## src/hdl/ipr_pkg.sv

```systemverilog
// Constants for the interrupt priority register bank.
// Assumes a 32-bit APB slave port with byte addresses and one word per register.
package ipr_pkg;

    // Bank geometry
    localparam int unsigned IPR_NREG = 5;
    localparam int unsigned IPR_SLOTS = 4;
    localparam int unsigned IPR_NFLD = 20;
    localparam int unsigned IPR_FW = 3;
    localparam int unsigned IPR_SLOT_PITCH = 4;
    localparam int unsigned IPR_RW = 16;
    localparam int unsigned IPR_AW = 12;

    // Byte offsets of the five registers
    localparam logic [11:0] IPR_OFF_PRIORITY_CTRL_0 = 12'h000;
    localparam logic [11:0] IPR_OFF_PRIORITY_CTRL_1 = 12'h004;
    localparam logic [11:0] IPR_OFF_PRIORITY_CTRL_2 = 12'h008;
    localparam logic [11:0] IPR_OFF_PRIORITY_CTRL_3 = 12'h00C;
    localparam logic [11:0] IPR_OFF_PRIORITY_CTRL_4 = 12'h010;

    // Level codes
    localparam logic [2:0] IPR_LVL_OFF = 3'h0;
    localparam logic [2:0] IPR_LVL_MIN = 3'h1;
    localparam logic [2:0] IPR_LVL_MAX = 3'h7;
    localparam logic [2:0] IPR_LVL_RST = 3'h4;

    // Implemented bits per register, highest register first
    localparam logic [15:0] IPR_MASK_FULL = 16'h7777;
    localparam logic [15:0] IPR_MASK_PC3 = 16'h0777;
    localparam logic [IPR_NREG-1:0][15:0] IPR_MASK = {IPR_MASK_FULL, IPR_MASK_PC3, IPR_MASK_FULL,
                                                      IPR_MASK_FULL, IPR_MASK_FULL};
    localparam logic [15:0] IPR_RST_WORD = {4{1'b0, IPR_LVL_RST}};

    // Field index = register * 4 + slot, slot 0 at bits 2-0
    localparam int unsigned F_EXT_IRQ_ZERO_LEVEL = 0;
    localparam int unsigned F_INCAP_ONE_LEVEL = 1;
    localparam int unsigned F_OUTCMP_ONE_LEVEL = 2;
    localparam int unsigned F_TIMER_ONE_LEVEL = 3;
    localparam int unsigned F_DMA_CH_ZERO_LEVEL = 4;
    localparam int unsigned F_INCAP_TWO_LEVEL = 5;
    localparam int unsigned F_OUTCMP_TWO_LEVEL = 6;
    localparam int unsigned F_TIMER_TWO_LEVEL = 7;
    localparam int unsigned F_TIMER_THREE_LEVEL = 8;
    localparam int unsigned F_SPI_ONE_ERROR_LEVEL = 9;
    localparam int unsigned F_SPI_ONE_EVENT_LEVEL = 10;
    localparam int unsigned F_UART_ONE_RX_LEVEL = 11;
    localparam int unsigned F_UART_ONE_TX_LEVEL = 12;
    localparam int unsigned F_ADC_DONE_LEVEL = 13;
    localparam int unsigned F_DMA_CH_ONE_LEVEL = 14;
    localparam int unsigned F_UNUSED_PC3_TOP = 15;
    localparam int unsigned F_I2C_SLAVE_LEVEL = 16;
    localparam int unsigned F_I2C_MASTER_LEVEL = 17;
    localparam int unsigned F_COMPARATOR_LEVEL = 18;
    localparam int unsigned F_PIN_CHANGE_LEVEL = 19;

    // Slave port sequencing
    typedef enum logic [1:0] {
        IPR_ST_IDLE = 2'b01,
        IPR_ST_ARMED = 2'b10
    } ipr_state_t;

endpackage

```

## src/hdl/ipr_fld_if.sv

```systemverilog
// Carrier between the register bank and the level decoder.
// Assumes both ends run on the same clock; it carries no state.
`timescale 1ns/1ns
`default_nettype none
interface ipr_fld_if #(
    parameter int unsigned NF = 20
) ();
    logic [3*NF-1:0] code;
    logic [NF-1:0] req;
    logic [NF-1:0] enable;
    logic [3*NF-1:0] level;
    logic [NF-1:0] gated;

    modport bank (output code, output req, input enable, input level, input gated);
    modport dec (input code, input req, output enable, output level, output gated);
endinterface
`default_nettype wire

```

## src/hdl/ipr_decode.sv

```systemverilog
// Per-source decode of a priority code into enable, level and gated request.
// Assumes codes come straight from the register flops; purely combinational.
`timescale 1ns/1ns
`default_nettype none
module ipr_decode #(
    parameter int unsigned NF = ipr_pkg::IPR_NFLD
) (
    input wire logic clk_sys,
    input wire logic resetn,
    ipr_fld_if.dec fld
);
    import ipr_pkg::*;

    for (genvar f = 0; f < NF; f++) begin : g_fld
        // Codes map one to one onto levels 0..7
        assign fld.level[3*f +: 3] = fld.code[3*f +: 3];
        // A zero code disables the source outright
        assign fld.enable[f] = (fld.code[3*f +: 3] != IPR_LVL_OFF);
        assign fld.gated[f] = fld.req[f] & fld.enable[f];

        AST_MIN_LEVEL: assert property (@(posedge clk_sys) disable iff (!resetn)
            (fld.code[3*f +: 3] == IPR_LVL_MIN) |-> (fld.enable[f] && fld.level[3*f +: 3] == 3'h1))
            else $error("lowest code does not give enabled level one");

        AST_OFF_BLOCKS: assert property (@(posedge clk_sys) disable iff (!resetn)
            (fld.code[3*f +: 3] == IPR_LVL_OFF && fld.req[f]) |-> !fld.gated[f])
            else $error("disabled source passed its request");
    end

endmodule
`default_nettype wire

```

## src/hdl/ipr_bank.sv

```systemverilog
// Interrupt priority register bank: five 16-bit priority registers on APB.
// Assumes APB3/APB4 master on clk_sys; request inputs are synchronous to clk_sys.
//
// The APB register port and the register offsets were chosen for this implementation.
`timescale 1ns/1ns
`default_nettype none
module ipr_bank #(
    parameter int unsigned AW = ipr_pkg::IPR_AW,
    parameter int unsigned NF = ipr_pkg::IPR_NFLD
) (
    input wire logic clk_sys,
    input wire logic resetn,
    input wire logic clk_en,
    input wire logic psel,
    input wire logic penable,
    input wire logic pwrite,
    input wire logic [AW-1:0] paddr,
    input wire logic [31:0] pwdata,
    input wire logic [3:0] pstrb,
    output logic [31:0] prdata,
    output logic pready,
    output logic pslverr,
    input wire logic [NF-1:0] src_req,
    output logic [3*NF-1:0] src_level,
    output logic [NF-1:0] src_enable,
    output logic [NF-1:0] src_req_gated,
    output logic cpu_req,
    output logic [2:0] cpu_level
);
    import ipr_pkg::*;

    ipr_state_t state_q;
    ipr_state_t state_d;
    logic [15:0] pc_q [IPR_NREG];
    logic [31:0] prdata_q;
    logic pslverr_q;
    logic cpu_req_q;
    logic [2:0] cpu_level_q;
    logic [2:0] cpu_level_d;
    logic cpu_req_d;
    logic addr_hit;
    logic [2:0] addr_idx;
    logic setup_ph;
    logic access_ph;
    logic wr_fire;
    logic [15:0] wr_lanes;

    ipr_fld_if #(.NF(NF)) fld ();

    ipr_decode #(.NF(NF)) u_decode (
        .clk_sys(clk_sys),
        .resetn(resetn),
        .fld(fld.dec)
    );

    // Address decode: one aligned word per register, upper address bits must be zero
    assign addr_idx = paddr[4:2];
    assign addr_hit = (paddr[1:0] == 2'h0) && (paddr[AW-1:5] == '0) && (addr_idx < 3'(IPR_NREG));

    assign setup_ph = psel && !penable;
    assign access_ph = psel && penable;

    // Zero-wait access phase; a frozen clock enable holds the transfer off
    assign pready = access_ph && clk_en && (state_q == IPR_ST_ARMED);
    assign wr_fire = pready && pwrite && addr_hit;
    assign wr_lanes = {{8{pstrb[1]}}, {8{pstrb[0]}}};

    always_comb begin
        state_d = state_q;
        case (state_q)
            IPR_ST_IDLE: begin
                if (setup_ph) begin
                    state_d = IPR_ST_ARMED;
                end
            end
            IPR_ST_ARMED: begin
                if (pready || !psel) begin
                    state_d = IPR_ST_IDLE;
                end
            end
            default: begin
                state_d = IPR_ST_IDLE;
            end
        endcase
    end

    always_ff @(posedge clk_sys or negedge resetn) begin
        if (!resetn) begin
            state_q <= IPR_ST_IDLE;
        end else if (clk_en) begin
            state_q <= state_d;
        end
    end

    // Read data is staged at the setup edge so prdata comes from a flop
    always_ff @(posedge clk_sys or negedge resetn) begin
        if (!resetn) begin
            prdata_q <= 32'h0000_0000;
        end else if (clk_en && setup_ph) begin
            if (addr_hit && !pwrite) begin
                prdata_q <= {16'h0000, pc_q[addr_idx]};
            end else begin
                prdata_q <= 32'h0000_0000;
            end
        end
    end

    always_ff @(posedge clk_sys or negedge resetn) begin
        if (!resetn) begin
            pslverr_q <= 1'b0;
        end else if (clk_en && setup_ph) begin
            pslverr_q <= !addr_hit;
        end
    end

    assign prdata = prdata_q;
    assign pslverr = pslverr_q && pready;

    // Register storage; unimplemented bits are masked on write so they stay zero
    for (genvar r = 0; r < IPR_NREG; r++) begin : g_reg
        always_ff @(posedge clk_sys or negedge resetn) begin
            if (!resetn) begin
                pc_q[r] <= IPR_RST_WORD & IPR_MASK[r];
            end else if (clk_en && wr_fire && (addr_idx == 3'(r))) begin
                pc_q[r] <= ((pc_q[r] & ~wr_lanes) | (pwdata[15:0] & wr_lanes)) & IPR_MASK[r];
            end
        end
    end

    // Field f sits in register f/4 at bit (f%4)*4; the unused top slot of register 3 reads as zero
    for (genvar f = 0; f < NF; f++) begin : g_map
        assign fld.code[3*f +: 3] = pc_q[f / IPR_SLOTS][(f % IPR_SLOTS) * IPR_SLOT_PITCH +: IPR_FW];
    end

    assign fld.req = src_req & ~(NF'(1) << F_UNUSED_PC3_TOP);

    // Levels come straight from the register flops, no extra delay
    assign src_level = fld.level;
    assign src_enable = fld.enable;
    assign src_req_gated = fld.gated;

    // Highest level among gated requests; ties go to the lower index, which the fixed
    // order of the arbiter downstream resolves anyway
    always_comb begin
        cpu_level_d = IPR_LVL_OFF;
        cpu_req_d = 1'b0;
        for (int i = 0; i < NF; i++) begin
            if (fld.gated[i] && (fld.level[3*i +: 3] > cpu_level_d)) begin
                cpu_level_d = fld.level[3*i +: 3];
            end
        end
        cpu_req_d = |fld.gated;
    end

    always_ff @(posedge clk_sys or negedge resetn) begin
        if (!resetn) begin
            cpu_level_q <= IPR_LVL_OFF;
            cpu_req_q <= 1'b0;
        end else if (clk_en) begin
            cpu_level_q <= cpu_level_d;
            cpu_req_q <= cpu_req_d;
        end
    end

    assign cpu_level = cpu_level_q;
    assign cpu_req = cpu_req_q;

    // Helper: marks the first edge after reset release
    logic seen_q;
    always_ff @(posedge clk_sys or negedge resetn) begin
        if (!resetn) begin
            seen_q <= 1'b0;
        end else if (clk_en) begin
            seen_q <= 1'b1;
        end
    end

    AST_RESET_LEVEL: assert property (@(posedge clk_sys) disable iff (!resetn)
        !seen_q |-> (pc_q[0] == 16'h4444 && pc_q[3] == 16'h0444 && pc_q[4] == 16'h4444))
        else $error("priority fields did not reset to level four");

    AST_UNUSED_ZERO: assert property (@(posedge clk_sys) disable iff (!resetn)
        (pc_q[0][15] == 1'b0 && pc_q[1][11] == 1'b0 && pc_q[2][7] == 1'b0 && pc_q[4][3] == 1'b0))
        else $error("unimplemented bit became set");

    AST_PC3_TOP_CLEAR: assert property (@(posedge clk_sys) disable iff (!resetn)
        (wr_fire && addr_idx == 3'h3) |=> (pc_q[3][15:11] == 5'h00 && src_level[3*F_UNUSED_PC3_TOP +: 3] == 3'h0))
        else $error("register 3 upper bits took a write");

    AST_TIMER_ONE_FIELD: assert property (@(posedge clk_sys) disable iff (!resetn)
        (wr_fire && addr_idx == 3'h0 && pstrb[1]) |=>
        (src_level[3*F_TIMER_ONE_LEVEL +: 3] == $past(pwdata[14:12]) &&
         src_level[3*F_OUTCMP_ONE_LEVEL +: 3] == $past(pwdata[10:8])))
        else $error("register 0 high fields misplaced");

    AST_DMA_ZERO_FIELD: assert property (@(posedge clk_sys) disable iff (!resetn)
        (wr_fire && addr_idx == 3'h1 && pstrb[0]) |=>
        (src_level[3*F_DMA_CH_ZERO_LEVEL +: 3] == $past(pwdata[2:0]) &&
         src_level[3*F_INCAP_TWO_LEVEL +: 3] == $past(pwdata[6:4])))
        else $error("register 1 low fields misplaced");

    AST_PIN_CHANGE_FIELD: assert property (@(posedge clk_sys) disable iff (!resetn)
        (wr_fire && addr_idx == 3'h4 && pstrb[1]) |=>
        (src_level[3*F_PIN_CHANGE_LEVEL +: 3] == $past(pwdata[14:12]) &&
         src_level[3*F_COMPARATOR_LEVEL +: 3] == $past(pwdata[10:8])))
        else $error("register 4 high fields misplaced");

    AST_READ_BACK: assert property (@(posedge clk_sys) disable iff (!resetn)
        (setup_ph && clk_en && !pwrite && addr_hit && state_q == IPR_ST_IDLE) |=>
        (prdata[31:16] == 16'h0000 && prdata[15:0] == $past(pc_q[addr_idx])))
        else $error("read data does not match the register");

    AST_TOP_WINS: assert property (@(posedge clk_sys) disable iff (!resetn)
        (clk_en && (fld.gated & fld.enable) != '0 &&
         fld.gated[F_TIMER_ONE_LEVEL] && src_level[3*F_TIMER_ONE_LEVEL +: 3] == IPR_LVL_MAX) |=>
        (cpu_req && cpu_level == 3'h7))
        else $error("level seven request not presented as highest");

    AST_NO_REQ_WHEN_OFF: assert property (@(posedge clk_sys) disable iff (!resetn)
        (clk_en && fld.gated == '0) |=> !cpu_req)
        else $error("request reached the CPU with every source gated off");

    AST_LEVEL_FOLLOWS: assert property (@(posedge clk_sys) disable iff (!resetn)
        (clk_en && src_req_gated != '0) |=> (cpu_level != 3'h0 && cpu_level >= $past(cpu_level_d)))
        else $error("presented level is not the highest pending one");

    AST_UNMAPPED_ERR: assert property (@(posedge clk_sys) disable iff (!resetn)
        (setup_ph && clk_en && !addr_hit && state_q == IPR_ST_IDLE) ##1 pready |-> pslverr)
        else $error("unmapped address answered without error");

endmodule
`default_nettype wire

```

## config.mk

```make
export PLATFORM = sky130hd
export DESIGN_NAME = ipr_bank
export DESIGN_NICKNAME = d
export VERILOG_FILES = /design/src/hdl/ipr_pkg.sv /design/src/hdl/ipr_fld_if.sv /design/src/hdl/ipr_decode.sv /design/src/hdl/ipr_bank.sv
export SDC_FILE = /design/constraint.sdc
export NUM_CORES = 1
export LEC_CHECK = 0
export BUFFER_PORTS_ARGS = -buffer_cell sky130_fd_sc_hd__buf_2
export CAP_MARGIN = 25
export CORE_ASPECT_RATIO = 0.8
export CORE_MARGIN = 2
export CORE_UTILIZATION = 49
export DETAILED_ROUTE_END_ITERATION = 12
export PLACE_DENSITY = 0.77
export SLEW_MARGIN = 0
export SYNTH_ARGS = -nofsm -noshare
export SYNTH_HDL_FRONTEND = slang
export SYNTH_SLANG_ARGS = --single-unit
```

## constraint.sdc

```tcl
create_clock -name clk_sys -period 23.7 [get_ports clk_sys]
set_clock_uncertainty 0.15 [all_clocks]
set_input_delay 4.74 -clock clk_sys [delete_from_list [all_inputs] [get_ports clk_sys]]
set_output_delay 4.74 -clock clk_sys [all_outputs]
set_load 0.005 [all_outputs]
```

==> metrics.txt, run 1 <==
# TYPE chip_impl_metric gauge
chip_impl_metric{name="vdd.ir_drop.worst",unit="mV"} 0.0305
chip_impl_metric{name="cp_max_fo",unit=""} 5
chip_impl_metric{name="clk_latency",unit="ns"} 0.34
chip_impl_metric{name="ys_types",unit=""} 78
chip_impl_metric{name="clockBufferDepth",unit=""} 2
chip_impl_info{name="min_path_type",value="flop to flop"} 1
chip_impl_metric{name="antenna_violations_before_repair",unit=""} 0
chip_impl_metric{name="maxSlewHeadroom",unit=""} 0.298
chip_impl_metric{name="final-hold-violation-count",unit=""} 0
chip_impl_metric{name="placer_s_final_routability_congestion_estimate",unit=""} 0.947
chip_impl_info{name="cts_tree",value="yes"} 1
chip_impl_metric{name="globalRouteTotalUtil",unit=""} 0.329
chip_impl_info{name="critical_path.top_delay_family",value="compound AO/OA/AOI/OAI gates"} 1
chip_impl_metric{name="layout.nets",unit=""} 1123
chip_impl_metric{name="final_wl",unit="um"} 24400
chip_impl_metric{name="power.static_leakage",unit="nW"} 4.36
chip_impl_metric{name="grt_overflow",unit=""} 0
chip_impl_metric{name="cp_num_buf_inv",unit=""} 6
chip_impl_metric{name="vias",unit=""} 7501
chip_impl_metric{name="row_count",unit=""} 37
chip_impl_info{name="timing.critical_path.mode_cell",value="sky130_fd_sc_hd__ha_4"} 1
chip_impl_metric{name="fin_setup_tns",unit="ns"} -4.72
chip_impl_metric{name="grt_pass1_vias",unit=""} 6660
chip_impl_metric{name="placement.setup.worst_slack",unit="ns"} -1.72
chip_impl_metric{name="buffer_ports.inserted",unit=""} 163
chip_impl_metric{name="antennaDiodeCount",unit=""} 0
chip_impl_metric{name="boundaryPins",unit=""} 212
chip_impl_metric{name="dr.pass1.iters",unit=""} 5
chip_impl_info{name="unrepaired_setup_endpoints_after_global_routing",value="true"} 1
chip_impl_metric{name="grt_start_max_net_pins",unit=""} 77
chip_impl_metric{name="htree_num_levels",unit=""} 3
chip_impl_metric{name="layout_cell_share_with_drive_strength_beyond_1",unit=""} 0.473
chip_impl_metric{name="post_synth_instance_area",unit="um^2"} 6390
chip_impl_metric{name="synth_sequential_area_ratio",unit=""} 0.302
chip_impl_metric{name="post_synth_edffs",unit=""} 0
chip_impl_metric{name="final_area",unit="um^2"} 9180
chip_impl_info{name="violations_in_the_final_reports",value="setup timing"} 1
chip_impl_info{name="cp_slowest_cell",value="sky130_fd_sc_hd__a221o_1"} 1
chip_impl_metric{name="place_hpwl",unit="um"} 17000
chip_impl_metric{name="max_freq",unit="GHz"} 0.0395
chip_impl_info{name="layout_common_cells",value="sky130_fd_sc_hd__buf_2, sky130_fd_sc_hd__buf_4, sky130_fd_sc_hd__nand2_1"} 1
chip_impl_metric{name="detailed_place.area",unit="um^2"} 7850
chip_impl_info{name="critPathKind",value="input port to flop"} 1
chip_impl_metric{name="final_critical_path_setup_slack",unit="ns"} -1.63
chip_impl_metric{name="detail_route.drc_violations",unit=""} 0
chip_impl_metric{name="grt_pass1_wl",unit="um"} 36200
chip_impl_metric{name="route.antenna.remaining_nets",unit=""} 0
chip_impl_metric{name="syn-instance-count",unit=""} 754
chip_impl_metric{name="wl_per_cell",unit="um"} 20.3
chip_impl_metric{name="hold_slack",unit="ns"} 0.327
chip_impl_info{name="startpoint_type",value="input port"} 1
chip_impl_info{name="crit_path_end_kind",value="flop"} 1
chip_impl_metric{name="initial_utilization",unit=""} 0.500
chip_impl_metric{name="synth.avg_cell_area",unit="um^2"} 8.47
chip_impl_metric{name="coreArea",unit="um^2"} 12800
chip_impl_metric{name="numCtsBuffers",unit=""} 9
chip_impl_metric{name="final_max_slew_viol_count",unit=""} 0
chip_impl_metric{name="share_of_flip_flops_with_an_asynchronous_set_or_reset",unit=""} 1.00
chip_impl_metric{name="total_power",unit="mW"} 0.361
chip_impl_info{name="mostFrequentLayoutCell",value="sky130_fd_sc_hd__buf_2"} 1
chip_impl_metric{name="final-setup-viol-count",unit=""} 3
chip_impl_info{name="synth_ff_type",value="sky130_fd_sc_hd__dfrtp_1"} 1
chip_impl_metric{name="cp.arrival",unit="ns"} 25.43
chip_impl_metric{name="fillerInstances",unit=""} 940
chip_impl_metric{name="clock_pin_transition_on_the_worst_setup_and_hold_timing_paths",unit="ns"} 0.06
chip_impl_metric{name="drt-initial-drc-count",unit=""} 875
chip_impl_metric{name="die_w",unit="um"} 132
chip_impl_info{name="status",value="finished, violations left"} 1
chip_impl_metric{name="die_outline_area",unit="um^2"} 14000
chip_impl_metric{name="die_height",unit="um"} 106
chip_impl_metric{name="fin_crit_share",unit=""} 1.07
chip_impl_metric{name="cp.required",unit="ns"} 23.80
chip_impl_metric{name="cap_viol_max_count",unit=""} 0
chip_impl_info{name="cts.root.buffer_cell",value="sky130_fd_sc_hd__clkbuf_16"} 1
chip_impl_metric{name="layout_area_growth_over_synthesis",unit="%"} 43.8
chip_impl_metric{name="slowest_delay",unit="ns"} 0.36
chip_impl_metric{name="hold_depth",unit=""} 2
chip_impl_metric{name="synth-seq-cells",unit=""} 76
chip_impl_metric{name="worstRegToRegCells",unit=""} 121
chip_impl_metric{name="crit_cells",unit=""} 122
chip_impl_metric{name="yosys_warnings",unit=""} 0
chip_impl_metric{name="power_per_cell_area",unit="nW/um^2"} 39.4
chip_impl_metric{name="clock_sinks",unit=""} 76
chip_impl_metric{name="drt-vias-per-instance",unit=""} 6.22
chip_impl_metric{name="worst_pin_slew",unit="ns"} 1.05
chip_impl_metric{name="fin_crit",unit="ns"} 25.33
synthesized netlist by cell type, drive strengths merged (3+ instances only):
master	count	share of area
clkbuf	17	0.010
a21oi	41	0.033
or3	20	0.020
nor3	9	0.0071
dfstp	20	0.082
nor2b	3	0.0029
buf	29	0.032
mux2	46	0.081
mux4	5	0.018
or2	7	0.0069
o2bb2ai	5	0.0069
a31oi	10	0.0098
o21ai	57	0.046
a22oi	11	0.013
nand3	19	0.015
nand2b	5	0.0049
ha	24	0.047
and2	26	0.025
o22ai	4	0.0039
a41oi	3	0.0053
o311ai	3	0.0041
a211oi	12	0.017
mux2i	9	0.014
nand2	77	0.046
nor3b	3	0.0035
and3	11	0.011
o221ai	3	0.0041
nand4	10	0.0098
nor2	59	0.035
a22o	5	0.0069
o31ai	10	0.013
a21o	11	0.013
a32oi	4	0.0055
dfrtp	56	0.22
a311oi	6	0.0092
a211o	4	0.0055
maj3	5	0.0078
a31o	5	0.0069
o21bai	4	0.0047
o21a	11	0.014
o211ai	10	0.012
nor4	9	0.0088
inv	43	0.025
cell families after synthesis:
kind of cell	after synthesis	share of synthesized area
compound gates	234	0.257
fa+ha+maj	29	0.0548
buf+inv	89	0.0676
flops	76	0.302
mux	60	0.113
other cells	1	0.000587
simple gates	265	0.206
registers in the layout, indices dropped and copies added, names as in the netlist:
| register | cells |
|---|---|
| fld.code | 57 |
| prdata | 12 |
| cpu_level | 3 |
| state_q | 2 |
| cpu_req | 1 |
| pslverr_q | 1 |
where the power goes:
group / switching (mW) / total [mW] / internal, mW / leakage, nW
logic: 0.0386 / 0.0759 / 0.0373 / 3.29
clock network: 0.0508 / 0.153 / 0.102 / 0.163
registers: 0.000842 / 0.132 / 0.131 / 0.906
repair_timing:
action / in CTS / in global routing
gates resized for setup: 42 / 51
hold buffers: 0 / 0
pin swaps: 68 / 49
hold endpoints to repair: 0 / 0
setup buffers: 54 / 12
setup endpoints to repair: 3 / 3
routing by layer:
metal / routed length [um] / track usage / vias up
met5: 0 / 0 / -
met4: 961 / 0.111 / 0
met3: 2870 / 0.0711 / 97
met2: 11000 / 0.511 / 523
met1: 9590 / 0.456 / 3551
li1: - / - / 3330
per-stage QoR:
| step | std cells | utilization |
|---|---|---|
| 2_1_floorplan | 778 | - |
| 3_3_place_gp | 1122 | 0.615 |
| 3_5_place_dp | 1122 | 0.615 |
| 5_1_grt | 1205 | 0.719 |
| 6_report | 1205 | 0.719 |
| 4_1_cts | 1192 | 0.688 |
worst paths after layout:
kind | from | end | slack, ns
max | src_req[0] | cpu_level[0] | -1.63
min | pslverr_q | pslverr_q | 0.33
max reg2reg | fld.code[2] | cpu_level[0] | 2.24
min reg2reg | pslverr_q | pslverr_q | 0.33
max in group asynchronous | resetn | fld.code[50] | 18.77
min in group asynchronous | resetn | cpu_level[1] | 4.26
cell type report:
cell class,instances,area [um^2],share of cell area
inverter,43,161,0.0176
multi-input combinational,613,4790,0.521
tap,175,219,0.0238
sequential,76,1930,0.210
timing repair buffer,282,1760,0.191
clock buffer,11,233,0.0253
clock inverter,5,100,0.0109
tightest hold or removal path, stage by stage (launching register included):
cell and delay (ns):
sky130_fd_sc_hd__dfrtp_1 0.34, sky130_fd_sc_hd__nand2_1 0.04, sky130_fd_sc_hd__o21ai_0 0.06
(Power assumes the default switching activity.)
==> inputs of run 2 (changes only) <==
PLACE_DENSITY = 0.75   (was 0.77)
SYNTH_HIERARCHICAL = 1   (was default)
==> metrics.txt, run 2 <==
# TYPE chip_impl_metric gauge
chip_impl_info{name="status",value="finished, violations left"} 1
chip_impl_info{name="violations_in_the_final_reports",value="setup timing"} 1
chip_impl_metric{name="globalRouteTotalUtil",unit=""} 0.269
chip_impl_info{name="layout_common_cells",value="sky130_fd_sc_hd__buf_2, sky130_fd_sc_hd__buf_4, sky130_fd_sc_hd__nand2_1"} 1
chip_impl_metric{name="numCtsBuffers",unit=""} 9
chip_impl_metric{name="maxSlewHeadroom",unit=""} 0.366
chip_impl_metric{name="total_power",unit="mW"} 0.295
chip_impl_info{name="timing.critical_path.mode_cell",value="sky130_fd_sc_hd__ha_4"} 1
chip_impl_metric{name="switching_power",unit="mW"} 0.0711
chip_impl_metric{name="coreArea",unit="um^2"} 14200
chip_impl_metric{name="fin_setup_tns",unit="ns"} -3.85
chip_impl_metric{name="power.static_leakage",unit="nW"} 4.35
chip_impl_metric{name="antenna_violations_before_repair",unit=""} 2
chip_impl_metric{name="antennaDiodeCount",unit=""} 0
chip_impl_metric{name="number_of_flip_flops_under_the_largest_register_name",unit=""} 57
chip_impl_metric{name="share_of_flip_flops_with_an_asynchronous_set_or_reset",unit=""} 1.00
chip_impl_metric{name="layout_area_growth_over_synthesis",unit="%"} 28.9
chip_impl_metric{name="vias",unit=""} 7164
chip_impl_metric{name="cp_num_buf_inv",unit=""} 8
chip_impl_metric{name="drt-initial-drc-count",unit=""} 653
chip_impl_metric{name="final_wl",unit="um"} 22200
chip_impl_metric{name="reg2reg_slack",unit="ns"} 2.44
chip_impl_metric{name="ys_types",unit=""} 93
chip_impl_metric{name="power.share.switching",unit=""} 0.241
chip_impl_info{name="yosys-top-cells-area",value="sky130_fd_sc_hd__dfrtp_1, sky130_fd_sc_hd__mux2_2, sky130_fd_sc_hd__buf_4"} 1
chip_impl_metric{name="dr.pass1.iters",unit=""} 5
chip_impl_metric{name="buffer_ports.inserted",unit=""} 163
chip_impl_info{name="cts.root.buffer_cell",value="sky130_fd_sc_hd__clkbuf_16"} 1
chip_impl_metric{name="grt_pass1_wl",unit="um"} 33700
chip_impl_info{name="cp_slowest_cell",value="sky130_fd_sc_hd__or4b_4"} 1
chip_impl_metric{name="power_per_cell_area",unit="nW/um^2"} 32.3
chip_impl_metric{name="layout.nets",unit=""} 1098
chip_impl_info{name="unrepaired_setup_endpoints_after_global_routing",value="true"} 1
chip_impl_info{name="synthTopCellsByCount",value="sky130_fd_sc_hd__buf_4, sky130_fd_sc_hd__nand2_1, sky130_fd_sc_hd__mux2_2"} 1
chip_impl_metric{name="final_area",unit="um^2"} 9130
chip_impl_metric{name="synth_sequential_area_ratio",unit=""} 0.272
chip_impl_metric{name="slowest_delay",unit="ns"} 0.56
chip_impl_metric{name="post_synth_instance_area",unit="um^2"} 7080
chip_impl_metric{name="finish.utilization",unit=""} 0.643
chip_impl_metric{name="final-setup-viol-count",unit=""} 3
chip_impl_metric{name="vdd.ir_drop.worst",unit="mV"} 0.0384
chip_impl_metric{name="die_outline_area",unit="um^2"} 15400
chip_impl_metric{name="die_height",unit="um"} 112
chip_impl_metric{name="clock_pin_transition_on_the_worst_setup_and_hold_timing_paths",unit="ns"} 0.06
chip_impl_metric{name="cp.arrival",unit="ns"} 25.09
chip_impl_metric{name="htree_num_levels",unit=""} 3
chip_impl_metric{name="clock_sinks",unit=""} 76
chip_impl_metric{name="die_w",unit="um"} 138
chip_impl_metric{name="grt_overflow",unit=""} 0
chip_impl_metric{name="clockBufferDepth",unit=""} 2
chip_impl_metric{name="proportion_of_power_drawn_by_flip_flops_and_latches",unit=""} 0.447
chip_impl_metric{name="synth-seq-cells",unit=""} 76
chip_impl_metric{name="placement.setup.worst_slack",unit="ns"} -2.69
chip_impl_metric{name="grt_start_max_net_pins",unit=""} 77
chip_impl_info{name="mostFrequentLayoutCell",value="sky130_fd_sc_hd__buf_2"} 1
chip_impl_metric{name="combPwrFrac",unit=""} 0.097
chip_impl_info{name="crit_path_end_kind",value="flop"} 1
chip_impl_metric{name="boundaryPins",unit=""} 212
chip_impl_metric{name="max_freq",unit="GHz"} 0.0400
chip_impl_info{name="cts_tree",value="yes"} 1
chip_impl_metric{name="cp.required",unit="ns"} 23.76
chip_impl_metric{name="final-hold-violation-count",unit=""} 0
chip_impl_metric{name="p_int",unit="mW"} 0.224
chip_impl_metric{name="grt_pass1_vias",unit=""} 6467
chip_impl_metric{name="wl_per_cell",unit="um"} 18.7
chip_impl_metric{name="clk_latency",unit="ns"} 0.33
chip_impl_info{name="critPathKind",value="input port to flop"} 1
chip_impl_metric{name="detail_route.drc_violations",unit=""} 0
chip_impl_metric{name="drt-vias-per-instance",unit=""} 6.03
chip_impl_metric{name="cp_max_fo",unit=""} 6
chip_impl_metric{name="syn-instance-count",unit=""} 802
chip_impl_metric{name="detailed_place.area",unit="um^2"} 8160
chip_impl_info{name="synth.most_common_cell",value="sky130_fd_sc_hd__buf_4"} 1
chip_impl_info{name="top_cell_type_by_total_area_after_synthesis",value="sky130_fd_sc_hd__dfrtp_1"} 1
chip_impl_metric{name="post_synth_edffs",unit=""} 0
chip_impl_metric{name="fin_crit",unit="ns"} 25.02
chip_impl_metric{name="placer_s_final_routability_congestion_estimate",unit=""} 0.930
chip_impl_metric{name="synth.avg_cell_area",unit="um^2"} 8.83
chip_impl_metric{name="final_max_slew_viol_count",unit=""} 0
chip_impl_metric{name="route.antenna.remaining_nets",unit=""} 0
chip_impl_info{name="min_path_type",value="flop to flop"} 1
chip_impl_metric{name="p_clk_frac",unit=""} 0.456
chip_impl_metric{name="row_count",unit=""} 39
chip_impl_metric{name="synth_top_cell_area_share",unit=""} 0.198
chip_impl_info{name="startpoint_type",value="input port"} 1
chip_impl_metric{name="cts-hold-fix-buffers",unit=""} 0
chip_impl_metric{name="place_hpwl",unit="um"} 16400
chip_impl_metric{name="initial_utilization",unit=""} 0.499
chip_impl_metric{name="fin_crit_share",unit=""} 1.06
chip_impl_metric{name="final_critical_path_setup_slack",unit="ns"} -1.32
chip_impl_metric{name="worst_pin_slew",unit="ns"} 0.951
chip_impl_info{name="critical_path.top_delay_family",value="adder cells"} 1
chip_impl_metric{name="yosys_warnings",unit=""} 6
chip_impl_info{name="synth_ff_type",value="sky130_fd_sc_hd__dfrtp_1"} 1
chip_impl_metric{name="layout_cell_share_with_drive_strength_beyond_1",unit=""} 0.501
chip_impl_metric{name="cap_viol_max_count",unit=""} 0
[run 2: changes by cell type after synthesis, sizes merged, moves of 10 or more]
cell,delta
o22ai,+10
and2,-16
o21ai,-15
nor2b,+12
o31a,+21
inv,-12
mux2,+22
buf,+54
[run 2: tightest hold or removal path: cells and delay by family, from the launching register on]
kind | cells | cell delay (ns)
simple gates | 1 | 0.05
flops | 1 | 0.35
compound gates | 1 | 0.06
[run 2: routing by layer]
metal / track usage / vias to the layer above / part of all wire
li1: - / 3304 / -
met3: 0.0447 / 47 / 0.089
met2: 0.440 / 341 / 0.46
met5: 0 / - / 0.00045
met1: 0.378 / 3470 / 0.43
met4: 0.0619 / 2 / 0.019
[run 2: worst paths after layout]
| kind | depth (start not counted) | start | end |
|---|---|---|---|
| hold / removal | 2 | prdata[12] | prdata[12] |
| max in group asynchronous | 1 | resetn | fld.code[39] |
| hold reg to reg | 2 | prdata[12] | prdata[12] |
| min in group asynchronous | 1 | resetn | cpu_level[2] |
| setup / recovery | 118 | src_req[0] | cpu_level[0] |
| setup reg to reg | 116 | fld.code[1] | cpu_level[0] |
[run 2: cells by family after synthesis]
kind of cell / synth area share
AND/OR/NAND/NOR: 0.197
AO/OA/AOI/OAI: 0.247
buffers and inverters: 0.111
flip-flops: 0.272
multiplexers: 0.122
adder cells (fa/ha/maj): 0.0511
other: 0.000530
[run 2: layout make-up]
type	count	area [um^2]
Clock buffer	10	229
Clock inverter	6	65.1
Fill cell	1160	5070
Inverter	31	116
Multi-Input combinational cell	629	5050
Sequential cell	76	1930
Tap cell	184	230
Timing Repair Buffer	253	1510
[run 2: power by group through the flow]
| stage | logic (mW) | registers (mW) | clock network [mW] |
|---|---|---|---|
| after floorplan | 0.0157 | 0.134 | 0 |
| after global placement | 0.0243 | 0.134 | 0 |
| after detailed placement | 0.0247 | 0.134 | 0 |
| after CTS | 0.0265 | 0.132 | 0.135 |
| after global routing | 0.0312 | 0.132 | 0.141 |
| final | 0.0287 | 0.132 | 0.134 |
[run 2: what timing repair did]
| item | in CTS | in global routing |
|---|---|---|
| setup buffers | 26 | 5 |
| resized for setup | 53 | 37 |
| cloned | 0 | 0 |
| endpoints found under the setup margin | 3 | 3 |
| pin swaps | 79 | 35 |
[run 2: through the flow]
step	instances	hold WS, ns
2_1_floorplan	831	0.292
3_3_place_gp	1142	0.316
3_5_place_dp	1142	0.323
4_1_cts	1184	0.339
5_1_grt	1189	0.369
6_report	1189	0.335
==> inputs of run 3 (changes only) <==
CORE_MARGIN = 1   (was 2)
==> metrics.txt, run 3 (synthesis gave the netlist of run 2 again) <==
# TYPE chip_impl_metric gauge
chip_impl_info{name="status",value="finished, violations left"} 1
chip_impl_info{name="violations_in_the_final_reports",value="setup timing"} 1
chip_impl_metric{name="grt_pass1_vias",unit=""} 6328
chip_impl_metric{name="cp_max_fo",unit=""} 5
chip_impl_metric{name="antennaDiodeCount",unit=""} 0
chip_impl_metric{name="clk_latency",unit="ns"} 0.34
chip_impl_metric{name="final_critical_path_setup_slack",unit="ns"} -1.72
chip_impl_metric{name="layout.nets",unit=""} 1095
chip_impl_metric{name="vias",unit=""} 7094
chip_impl_metric{name="clockBufferDepth",unit=""} 2
chip_impl_info{name="cp_slowest_cell",value="sky130_fd_sc_hd__or4b_4"} 1
chip_impl_info{name="r2r-end",value="cpu_level[0]"} 1
chip_impl_metric{name="dr.pass1.iters",unit=""} 6
chip_impl_info{name="top_signal_layer_used",value="met5"} 1
chip_impl_metric{name="wl_met2",unit="um"} 10500
chip_impl_metric{name="placement.setup.worst_slack",unit="ns"} -2.57
chip_impl_metric{name="route.antenna.remaining_nets",unit=""} 0
chip_impl_metric{name="final_area",unit="um^2"} 9200
chip_impl_info{name="min_path_type",value="flop to flop"} 1
chip_impl_metric{name="grt_start_max_net_pins",unit=""} 77
chip_impl_metric{name="worstRegToRegCells",unit=""} 118
chip_impl_metric{name="place_hpwl",unit="um"} 16200
chip_impl_metric{name="final_max_slew_viol_count",unit=""} 0
chip_impl_info{name="startpoint_type",value="input port"} 1
chip_impl_metric{name="fillerInstances",unit=""} 1135
chip_impl_info{name="whs_endpoint",value="pslverr_q"} 1
chip_impl_metric{name="buffer_ports.inserted",unit=""} 163
chip_impl_metric{name="cp.arrival",unit="ns"} 25.48
chip_impl_metric{name="final-setup-viol-count",unit=""} 3
chip_impl_metric{name="power.static_leakage",unit="nW"} 4.37
chip_impl_metric{name="grt_pass1_wl",unit="um"} 33800
chip_impl_info{name="layout_common_cells",value="sky130_fd_sc_hd__buf_2, sky130_fd_sc_hd__buf_4, sky130_fd_sc_hd__nand2_1"} 1
chip_impl_metric{name="vdd.ir_drop.worst",unit="mV"} 0.0403
chip_impl_metric{name="cap_viol_max_count",unit=""} 0
chip_impl_metric{name="drt-vias-per-instance",unit=""} 6.00
chip_impl_metric{name="die_height",unit="um"} 110
chip_impl_info{name="unrepaired_setup_endpoints_after_global_routing",value="true"} 1
chip_impl_metric{name="fin_crit_share",unit=""} 1.07
chip_impl_metric{name="max_freq",unit="GHz"} 0.0393
chip_impl_metric{name="worst_pin_slew",unit="ns"} 0.636
chip_impl_metric{name="globalRouteTotalUtil",unit=""} 0.295
chip_impl_metric{name="placer_s_final_routability_congestion_estimate",unit=""} 0.916
chip_impl_metric{name="clock_sinks",unit=""} 76
chip_impl_metric{name="fin_crit",unit="ns"} 25.42
chip_impl_metric{name="wl_per_cell",unit="um"} 19.1
chip_impl_metric{name="coreArea",unit="um^2"} 13800
chip_impl_metric{name="reg2reg_slack",unit="ns"} 2.05
chip_impl_info{name="hold_path.startpoint",value="pslverr_q"} 1
chip_impl_metric{name="numCtsBuffers",unit=""} 9
chip_impl_info{name="critPathKind",value="input port to flop"} 1
chip_impl_metric{name="clock_pin_transition_on_the_worst_setup_and_hold_timing_paths",unit="ns"} 0.06
chip_impl_metric{name="power_per_cell_area",unit="nW/um^2"} 34.8
chip_impl_metric{name="met1_routed_length",unit="um"} 9730
chip_impl_metric{name="grt_overflow",unit=""} 0
chip_impl_metric{name="antenna_violations_before_repair",unit=""} 1
chip_impl_metric{name="final-hold-violation-count",unit=""} 0
chip_impl_metric{name="initial_utilization",unit=""} 0.512
chip_impl_metric{name="drt-initial-drc-count",unit=""} 583
chip_impl_metric{name="number_of_flip_flops_under_the_largest_register_name",unit=""} 57
chip_impl_metric{name="met3RoutedLength",unit="um"} 1940
chip_impl_metric{name="detail_route.drc_violations",unit=""} 0
chip_impl_info{name="cts_tree",value="yes"} 1
chip_impl_metric{name="die_w",unit="um"} 136
chip_impl_metric{name="layout_area_growth_over_synthesis",unit="%"} 29.9
chip_impl_metric{name="detailed_place.area",unit="um^2"} 8110
chip_impl_metric{name="layout_cell_share_with_drive_strength_beyond_1",unit=""} 0.501
chip_impl_metric{name="htree_num_levels",unit=""} 3
chip_impl_info{name="mostFrequentLayoutCell",value="sky130_fd_sc_hd__buf_2"} 1
chip_impl_info{name="timing.rr.start",value="fld.code[1]"} 1
chip_impl_metric{name="cp.required",unit="ns"} 23.76
chip_impl_metric{name="maxSlewHeadroom",unit=""} 0.572
chip_impl_metric{name="hold_depth",unit=""} 2
chip_impl_metric{name="final_wl",unit="um"} 22600
chip_impl_info{name="crit_path_end_kind",value="flop"} 1
chip_impl_metric{name="row_count",unit=""} 38
chip_impl_metric{name="die_outline_area",unit="um^2"} 14900
chip_impl_metric{name="slowest_delay",unit="ns"} 0.55
chip_impl_metric{name="boundaryPins",unit=""} 212
chip_impl_info{name="cts.root.buffer_cell",value="sky130_fd_sc_hd__clkbuf_16"} 1
## run 3: report_power, final
group / internal, mW / switching [mW] / total, mW
logic: 0.0121 / 0.0171 / 0.0293
registers: 0.131 / 0.000765 / 0.132
clock network: 0.106 / 0.0529 / 0.159
total: 0.249 / 0.0709 / 0.320
## run 3: stage by stage
stage           util  power [mW]  hold slack [ns]  cells  setup TNS (ns)
2_1_floorplan      -       0.150            0.292    831           -3.62
3_3_place_gp   0.586       0.158            0.310   1132           -6.48
3_5_place_dp   0.586       0.159            0.315   1132           -7.58
4_1_cts        0.641       0.317            0.328   1170           -4.39
5_1_grt        0.665       0.329            0.372   1182           -8.05
6_report       0.665       0.320            0.324   1182           -5.04
## run 3: worst max-delay path: cells and delay by family
kind,cells,cell delay (ns)
mux,3,0.93
simple gates,41,5.43
buf+inv,8,0.93
fa+ha+maj,24,6.63
compound gates,43,6.80
## run 3: how the worst max path moves through the flow
| stage | startpoint | end | slack, ns | cells after the start |
|---|---|---|---|---|
| after floorplan | src_req[0] | cpu_level[0] | -1.33 | 115 |
| after global placement | src_req[0] | cpu_level[0] | -2.21 | 119 |
| after detailed placement | src_req[0] | cpu_level[0] | -2.57 | 119 |
| after CTS | src_req[0] | cpu_level[0] | -1.48 | 117 |
| after global routing | src_req[0] | cpu_level[1] | -2.71 | 120 |
| final | src_req[0] | cpu_level[0] | -1.72 | 119 |
## run 3: area by class of cell
type	count	area [um^2]	area share
multi-input combinational	629	5070	0.552
tap	180	225	0.0245
sequential	76	1930	0.210
inverter	31	116	0.0127
clock buffer	12	246	0.0268
timing repair buffer	250	1510	0.164
clock inverter	4	97.6	0.0106
## run 3: layer usage
layer	up-vias	global-route usage
met5	-	0
met4	2	0.0698
met3	38	0.0572
met2	330	0.475
met1	3431	0.408
li1	3293	-
## run 3: repair_timing
action | 4_1_cts | 5_1_grt
setup buffers | 22 | 11
hold buffers | 0 | 0
endpoints found under the setup margin | 3 | 3
gates cloned | 0 | 0
gates resized for setup | 50 | 45
pin swaps | 89 | 48
